===== config.mk =====
export PLATFORM = sky130hd
export DESIGN_NAME = ctp_timer16
export DESIGN_NICKNAME = d
export VERILOG_FILES = /design/src/pkg/ctp_pkg.sv /design/src/verilog/ctp_timer16.sv
export SDC_FILE = /design/constraint.sdc
export NUM_CORES = 1
export LEC_CHECK = 0
export ABC_AREA = 1
export BUFFER_PORTS_ARGS = -buffer_cell sky130_fd_sc_hd__buf_2
export CAP_MARGIN = 20
export CORE_UTILIZATION = 55
export CTS_CLUSTER_DIAMETER = 150
export DETAILED_ROUTE_END_ITERATION = 12
export GPL_TIMING_DRIVEN = 0
export HOLD_SLACK_MARGIN = 0.1
export PLACE_DENSITY = 0.77
export SLEW_MARGIN = 5
export SYNTH_ARGS = -nofsm -noshare
export SYNTH_HDL_FRONTEND = slang
export SYNTH_SLANG_ARGS = --single-unit

===== constraint.sdc =====
create_clock -name i_clk -period 7.3 [get_ports i_clk]
set_clock_uncertainty 0.2 [all_clocks]
set_input_delay 1.095 -clock i_clk [delete_from_list [all_inputs] [get_ports i_clk]]
set_output_delay 1.095 -clock i_clk [all_outputs]
set_load 0.03 [all_outputs]

===== src/pkg/ctp_pkg.sv =====
// Package with register map, field layout, reset values and timing constants of the 16-bit timer.
package ctp_pkg;

  localparam logic [7:0]  ADDR_CMP_LO      = 8'h00;
  localparam logic [7:0]  ADDR_CMP_HI      = 8'h04;
  localparam logic [7:0]  ADDR_DUTY_LO     = 8'h08;
  localparam logic [7:0]  ADDR_DUTY_HI     = 8'h0C;
  localparam logic [7:0]  ADDR_LOWER_CTRL  = 8'h10;
  localparam logic [7:0]  ADDR_UPPER_CTRL  = 8'h14;
  localparam logic [7:0]  ADDR_STATUS      = 8'h18;

  localparam int          LCTRL_MODE_LSB   = 0;
  localparam int          LCTRL_CLK_LSB    = 4;
  localparam int          UCTRL_DIVSEL_BIT = 0;
  localparam int          UCTRL_RUN_BIT    = 3;
  localparam int          UCTRL_FFINIT_BIT = 7;
  localparam int          STAT_FF_BIT      = 16;
  localparam int          STAT_RUN_BIT     = 17;

  localparam logic [2:0]  MODE_TIMER16     = 3'h4;
  localparam logic [2:0]  MODE_EVENT16     = 3'h5;
  localparam logic [2:0]  MODE_PWM16       = 3'h6;

  localparam logic [2:0]  CLK_SLOWEST      = 3'h0;
  localparam logic [2:0]  CLK_FC_DIV7      = 3'h1;
  localparam logic [2:0]  CLK_FC_DIV5      = 3'h2;
  localparam logic [2:0]  CLK_FC_DIV3      = 3'h3;
  localparam logic [2:0]  CLK_FS          = 3'h4;
  localparam logic [2:0]  CLK_FC_DIV1      = 3'h5;
  localparam logic [2:0]  CLK_FC           = 3'h6;
  localparam logic [2:0]  CLK_EXTERNAL     = 3'h7;

  localparam int          FC_DIV_BITS      = 11;
  localparam int          FS_DIV_BITS      = 3;

  localparam logic [7:0]  RST_BYTE         = 8'h00;
  localparam logic [15:0] RST_WORD         = 16'h0000;
  localparam logic [15:0] CNT_MAX          = 16'hFFFF;
  localparam logic [15:0] CNT_ONE          = 16'h0001;

  typedef enum logic [3:0]
  {
    CTP_IDLE  = 4'b0001,
    CTP_TIMER = 4'b0010,
    CTP_EVENT = 4'b0100,
    CTP_PWM   = 4'b1000
  } ctp_mode_e;

endpackage


===== src/verilog/ctp_timer16.sv =====
// Cascaded 16-bit timer, event counter and PWM generator with an APB register slave.
//
// The register addresses and the APB register port are this design's own decisions.
`timescale 1ns/1ps
`default_nettype none

module ctp_timer16
  import ctp_pkg::*;
(
  input  wire logic        i_clk,
  input  wire logic        i_rst,
  input  wire logic        i_psel,
  input  wire logic        i_penable,
  input  wire logic        i_pwrite,
  input  wire logic [7:0]  i_paddr,
  input  wire logic [31:0] i_pwdata,
  input  wire logic        i_fs_tick,
  input  wire logic        i_low_speed,
  input  wire logic        i_external_count_input,
  output logic [31:0]      o_prdata,
  output logic             o_pready,
  output logic             o_pslverr,
  output logic             o_upper_counter_interrupt,
  output logic             o_pwm_out_pin
);

  // ----------------------------------------------------------------------
  // Register bus
  // ----------------------------------------------------------------------
  logic [7:0]  cmp_lo_ff;
  logic [7:0]  cmp_hi_ff;
  logic [15:0] duty_buf_ff;
  logic [15:0] duty_act_ff;
  logic [7:0]  lower_ctrl_ff;
  logic [7:0]  upper_ctrl_ff;
  logic [15:0] cnt_ff;
  logic        ff_ff;
  logic        irq_ff;
  logic        pin_ff;
  logic        pready_ff;
  logic [31:0] prdata_ff;
  logic        pslverr_ff;
  logic        wr_en;
  logic        run;
  logic [15:0] cmp_val;
  logic [15:0] nxt_duty_buf;

  function automatic logic hit(input logic [7:0] addr, input logic [7:0] reg_addr);
    hit = (addr == reg_addr);
  endfunction

  function automatic logic mapped(input logic [7:0] addr);
    mapped = hit(addr, ADDR_CMP_LO) || hit(addr, ADDR_CMP_HI) || hit(addr, ADDR_DUTY_LO) ||
             hit(addr, ADDR_DUTY_HI) || hit(addr, ADDR_LOWER_CTRL) ||
             hit(addr, ADDR_UPPER_CTRL) || hit(addr, ADDR_STATUS);
  endfunction

  assign wr_en   = i_psel && i_penable && i_pwrite && pready_ff && mapped(i_paddr);
  assign run     = upper_ctrl_ff[UCTRL_RUN_BIT];
  assign cmp_val = {cmp_hi_ff, cmp_lo_ff};

  always_ff @(posedge i_clk)
  begin
    if (i_rst)
    begin
      pready_ff  <= 1'b0;
      pslverr_ff <= 1'b0;
      prdata_ff  <= 32'h0000_0000;
    end
    else
    begin
      pready_ff  <= i_psel && !i_penable && !pready_ff;
      pslverr_ff <= i_psel && !i_penable && !mapped(i_paddr);
      if (i_psel && !i_penable)
      begin
        prdata_ff <= 32'h0000_0000;
        if (!i_pwrite)
        begin
          unique case (1'b1)
            hit(i_paddr, ADDR_CMP_LO):     prdata_ff[7:0]  <= cmp_lo_ff;
            hit(i_paddr, ADDR_CMP_HI):     prdata_ff[7:0]  <= cmp_hi_ff;
            hit(i_paddr, ADDR_DUTY_LO):    prdata_ff[7:0]  <= duty_act_ff[7:0];
            hit(i_paddr, ADDR_DUTY_HI):    prdata_ff[7:0]  <= duty_act_ff[15:8];
            hit(i_paddr, ADDR_LOWER_CTRL): prdata_ff[7:0]  <= lower_ctrl_ff;
            hit(i_paddr, ADDR_UPPER_CTRL): prdata_ff[7:0]  <= upper_ctrl_ff;
            hit(i_paddr, ADDR_STATUS):
            begin
              prdata_ff[15:0]         <= cnt_ff;
              prdata_ff[STAT_FF_BIT]  <= ff_ff;
              prdata_ff[STAT_RUN_BIT] <= run;
            end
            default:                       prdata_ff       <= 32'h0000_0000;
          endcase
        end
      end
    end
  end

  // Compare and control registers; compare has no buffer stage.
  always_ff @(posedge i_clk)
  begin
    if (i_rst)
    begin
      cmp_lo_ff     <= RST_BYTE;
      cmp_hi_ff     <= RST_BYTE;
      lower_ctrl_ff <= RST_BYTE;
      upper_ctrl_ff <= RST_BYTE;
    end
    else if (wr_en)
    begin
      if (hit(i_paddr, ADDR_CMP_LO))     cmp_lo_ff     <= i_pwdata[7:0];
      if (hit(i_paddr, ADDR_CMP_HI))     cmp_hi_ff     <= i_pwdata[7:0];
      if (hit(i_paddr, ADDR_LOWER_CTRL)) lower_ctrl_ff <= i_pwdata[7:0];
      if (hit(i_paddr, ADDR_UPPER_CTRL)) upper_ctrl_ff <= i_pwdata[7:0];
    end
  end

  // ----------------------------------------------------------------------
  // Mode and source clock selection
  // ----------------------------------------------------------------------
  ctp_mode_e                mode;
  logic [FC_DIV_BITS-1:0]  fc_div_ff;
  logic [FS_DIV_BITS-1:0]  fs_div_ff;
  logic                    ext_prev_ff;
  logic                    ext_fall;
  logic                    tick;
  logic                    slow_tap;
  logic [2:0]              clk_sel;

  always_comb
  begin
    unique case (lower_ctrl_ff[LCTRL_MODE_LSB +: 3])
      MODE_TIMER16: mode = CTP_TIMER;
      MODE_EVENT16: mode = CTP_EVENT;
      MODE_PWM16:   mode = CTP_PWM;
      default:      mode = CTP_IDLE;
    endcase
  end

  always_ff @(posedge i_clk)
  begin
    if (i_rst)
    begin
      fc_div_ff   <= '0;
      fs_div_ff   <= '0;
      ext_prev_ff <= 1'b1;
    end
    else
    begin
      fc_div_ff   <= fc_div_ff + 1'b1;
      ext_prev_ff <= i_external_count_input;
      if (i_fs_tick)
        fs_div_ff <= fs_div_ff + 1'b1;
    end
  end

  assign ext_fall = ext_prev_ff && !i_external_count_input;
  assign clk_sel  = lower_ctrl_ff[LCTRL_CLK_LSB +: 3];
  assign slow_tap = upper_ctrl_ff[UCTRL_DIVSEL_BIT] ? (i_fs_tick && (&fs_div_ff))
                                                    : (&fc_div_ff);

  always_comb
  begin
    tick = 1'b0;
    if (mode == CTP_EVENT)
      tick = ext_fall;
    else if (i_low_speed)
    begin
      if (clk_sel == CLK_SLOWEST)
        tick = i_fs_tick && (&fs_div_ff);
      else if (clk_sel == CLK_FS && mode == CTP_PWM)
        tick = i_fs_tick;
    end
    else
    begin
      unique case (clk_sel)
        CLK_SLOWEST:  tick = slow_tap;
        CLK_FC_DIV7:  tick = &fc_div_ff[6:0];
        CLK_FC_DIV5:  tick = &fc_div_ff[4:0];
        CLK_FC_DIV3:  tick = &fc_div_ff[2:0];
        CLK_FS:       tick = (mode == CTP_PWM) && i_fs_tick;
        CLK_FC_DIV1:  tick = (mode == CTP_PWM) && fc_div_ff[0];
        CLK_FC:       tick = (mode == CTP_PWM);
        CLK_EXTERNAL: tick = (mode == CTP_PWM) && ext_fall;
      endcase
    end
  end

  // ----------------------------------------------------------------------
  // Counter, output flip-flop and duty buffer
  // ----------------------------------------------------------------------
  logic        upper_wr;
  logic        overflow;
  logic        cmp_match;
  logic        duty_match;
  logic        nxt_ff;
  logic [15:0] cnt_plus;
  logic [7:0]  upper_new;

  assign cnt_plus   = cnt_ff + CNT_ONE;
  assign upper_wr   = wr_en && hit(i_paddr, ADDR_UPPER_CTRL);
  assign upper_new  = i_pwdata[7:0];
  assign overflow   = run && mode == CTP_PWM && tick && cnt_ff == CNT_MAX;
  assign cmp_match  = run && (mode == CTP_TIMER || mode == CTP_EVENT) && tick &&
                      cnt_plus == cmp_val;
  assign duty_match = run && mode == CTP_PWM && tick && !overflow &&
                      cnt_plus == duty_act_ff;

  always_ff @(posedge i_clk)
  begin
    if (i_rst)
      cnt_ff <= RST_WORD;
    else if (!run || mode == CTP_IDLE)
      cnt_ff <= RST_WORD;
    else if (cmp_match || overflow)
      cnt_ff <= RST_WORD;
    else if (tick)
      cnt_ff <= cnt_plus;
  end

  always_ff @(posedge i_clk)
  begin
    if (i_rst)
      irq_ff <= 1'b0;
    else
      irq_ff <= cmp_match || overflow;
  end

  always_comb
  begin
    nxt_ff = ff_ff;
    if (upper_wr && !upper_new[UCTRL_RUN_BIT] && !run)
      nxt_ff = upper_new[UCTRL_FFINIT_BIT];
    else if (upper_wr && upper_new[UCTRL_RUN_BIT] && !run)
      nxt_ff = upper_new[UCTRL_FFINIT_BIT];
    else if (overflow || duty_match)
      nxt_ff = !ff_ff;
  end

  always_ff @(posedge i_clk)
  begin
    if (i_rst)
    begin
      ff_ff  <= 1'b0;
      pin_ff <= 1'b1;
    end
    else
    begin
      ff_ff  <= nxt_ff;
      pin_ff <= !nxt_ff;
    end
  end

  always_comb
  begin
    nxt_duty_buf = duty_buf_ff;
    if (wr_en && hit(i_paddr, ADDR_DUTY_LO))
      nxt_duty_buf[7:0] = i_pwdata[7:0];
    if (wr_en && hit(i_paddr, ADDR_DUTY_HI))
      nxt_duty_buf[15:8] = i_pwdata[7:0];
  end

  always_ff @(posedge i_clk)
  begin
    if (i_rst)
    begin
      duty_buf_ff <= RST_WORD;
      duty_act_ff <= RST_WORD;
    end
    else
    begin
      duty_buf_ff <= nxt_duty_buf;
      if (!run || mode != CTP_PWM)
        duty_act_ff <= nxt_duty_buf;
      else if (overflow)
        duty_act_ff <= duty_buf_ff;
    end
  end

  assign o_prdata                  = prdata_ff;
  assign o_pready                  = pready_ff;
  assign o_pslverr                 = pslverr_ff;
  assign o_upper_counter_interrupt = irq_ff;
  assign o_pwm_out_pin             = pin_ff;
endmodule

`default_nettype wire


==> out/results.ini <==
[worst_setup_path]
crit_path_end_kind = flip-flop
critPathMaxFanout = 10
r2r_setup_slack_ns = 4.51
crit_required_ns = 7.44
path_class = in2reg
cp.arrival_ns = 3.08
worstSetupStartpointType = input port

[floorplan]
dieArea_mm2 = 0.0117
core_area_mm2 = 0.0109
die_height_um = 108
die_w_um = 108
io_pins = 84
start_util = 0.567
rows = 38

[synthesis]
synth-edff-count = 0
avgSynthCellArea_um2 = 6.98
netlist.area_leader.share = 0.381
synth_area_leader_cell = dfxtp_1
synth_commonest_cells = 180 x nand2_1, 121 x inv_1, 118 x dfxtp_1
yosysWarnings = 0
synth.most_common_cell = nand2_1
synth-async-reset-ratio = 0
ys_types = 49
ys.flop_type = dfxtp_1
synth-seq-area-share = 0.381
syn_area_mm2 = 0.00620
synth_cells = 889
ys_ff_latch = 118
synth_area_leaders = dfxtp_1 38%, nand2_1 11%, inv_1 7.3%

[clocking]
postCtsSetupBuffers = 0
cts_hold_buf = 0
h-tree-depth = 4
cts.clk_slew.worst_paths_ns = 0.05
cts_resized = 0
cts-root-buf = clkbuf_16
clk_path_buf_depth = 2
cts_sinks = 118
cts_buffers = 17
tritoncts = done
worstSkewPairLatency_ns = 0.42

[place]
numPortBuffers = 44
placed_cell_area_mm2 = 0.00665
routabilityCongestion = 0.981
hpwlAfterDp_um = 13200

[cells_and_area]
fillers = 1010
syn_to_final_growth_pct = 16.9
nets = 1019
multi_input_area_mm2 = 0.00317
fin_util = 0.663
register_area_mm2 = 0.00236
drive_above_1_share = 0.150
diodes = 0
final_area_mm2 = 0.00725

[sta]
hold_viol_final = 0
fmax_ghz = 0.340
maxSlewViolCount = 0
finalCritPeriodShare = 0.402
post-route-min-period_ns = 2.94
slew_headroom = 0.549
worst_pin_slew_ns = 0.676
rsz0062_at_grt = false
setup_tns_ns = 0
finalSetupViolations = 0

[power]
p_int_w = 0.00121
peakVddDrop_mv = 0.211
p_per_area_mw_per_mm2 = 215
p_sw_frac = 0.226
switching_power_w = 0.000353
clockPowerShare = 0.538
combPwrFrac = 0.044
fin_total_pwr_w = 0.00156
static-leakage-power_nw = 2.89
power_frac_seq = 0.418

[drt]
antenna_left = 0
routed_wl_um = 17600
wl_per_cell_um = 15.7
drt-pass1-iter-count = 7
vias_per_cell = 5.42
drc_errors = 0
first_iter_violations = 566
via_count = 6054

[global_routing]
first_global_vias = 5354
grt_pass1_wl_um = 27500
grt_usage = 0.320
antenna_found_initial = 0
grt_max_degree = 17
grt.overflow.total = 0

[run_status]
status = complete, no violations

[min_path]
hold_path.class = reg2reg

[run]
max_cap_viol_count = 0

through the flow:
stage          cells  worst slack (ns)  hold WS [ns]
3_5_place_dp    1086              3.99         0.246
2_1_floorplan    902              4.47         0.224
3_3_place_gp    1086              4.01         0.240
6_report        1118              4.36         0.260
5_1_grt         1118              4.15         0.274
4_1_cts         1118              4.42         0.255
worst max-delay path, cell delays in order:
cell and delay (ns):
buf_2 0.09, inv_1 0.04, nand3_1 0.12, inv_1 0.07, nand2_1 0.09, inv_1 0.09, nand4_1 0.36, nor2_4 0.33
buf_4 0.20, o21ai_0 0.10, or2_2 0.30, a31oi_1 0.19
per-layer routing:
metal  GRT usage  vias to the layer above  share of wire
li1            -                     3046              -
met2       0.512                      256           0.45
met1       0.408                     2706           0.43
met5           0                        -              0
met4       0.167                        0          0.039
met3      0.0615                       46          0.080
path summary, 6_finish.rpt:
path                            cells past startpoint             end         start
worst max-delay path                               12  duty_act_ff[8]    i_paddr[6]
worst min register to register                      2    o_prdata[10]  o_prdata[10]
worst min-delay path                                2    o_prdata[10]  o_prdata[10]
worst max register to register                     16  duty_act_ff[8]  fc_div_ff[0]
sequential cells by signal, summed over array words and instances, names as in the netlist:
| name | flops |
|---|---|
| o_pslverr | 1 |
| ff_ff | 1 |
| cnt_ff | 16 |
| fs_div_ff | 3 |
| duty_act_ff | 16 |
| duty_buf_ff | 16 |
| lower_ctrl_ff | 8 |
| o_pready | 1 |
| o_upper_counter_interrupt | 1 |
| fc_div_ff | 11 |
| o_prdata | 18 |
| o_pwm_out_pin | 1 |
| ext_prev_ff | 1 |
| upper_ctrl_ff | 8 |
| cmp_hi_ff | 8 |
| cmp_lo_ff | 8 |
logic make-up after synthesis:
kind of cell,Yosys count,share of synthesized area
XOR/XNOR,15,0.0256
AND/OR/NAND/NOR,392,0.294
buffers and inverters,169,0.117
adder cells (fa/ha/maj),6,0.0121
flip-flops,118,0.381
other,1,0.000604
AO/OA/AOI/OAI,188,0.170
cell usage in the layout (no fill, tap or decap), types with 21 or more instances in the layout:
cell,n
a21oi_1,62
buf_2,48
clkbuf_1,22
dfxtp_1,118
inv_1,121
nand2_1,180
nand3_1,49
nand4_1,21
nor2_1,81
o21ai_0,79
power by group through the flow:
stage	clock network [W]	registers [W]	logic, W
5_1_grt	0.000873	0.000651	0.0000757
4_1_cts	0.000844	0.000650	0.0000681
3_3_place_gp	0	0.000664	0.0000670
2_1_floorplan	0	0.000665	0.0000439
6_report	0.000838	0.000650	0.0000690
3_5_place_dp	0	0.000664	0.0000676
layout make-up:
cell class	count	share of cell area
inverter	123	0.0637
clock inverter	11	0.0169
multi-input combinational	615	0.437
buffer	46	0.0361
clock buffer	21	0.0663
timing repair buffer	44	0.0304
tap	140	0.0242
sequential	118	0.326
Note: power is estimated with default switching activity, not from simulation.
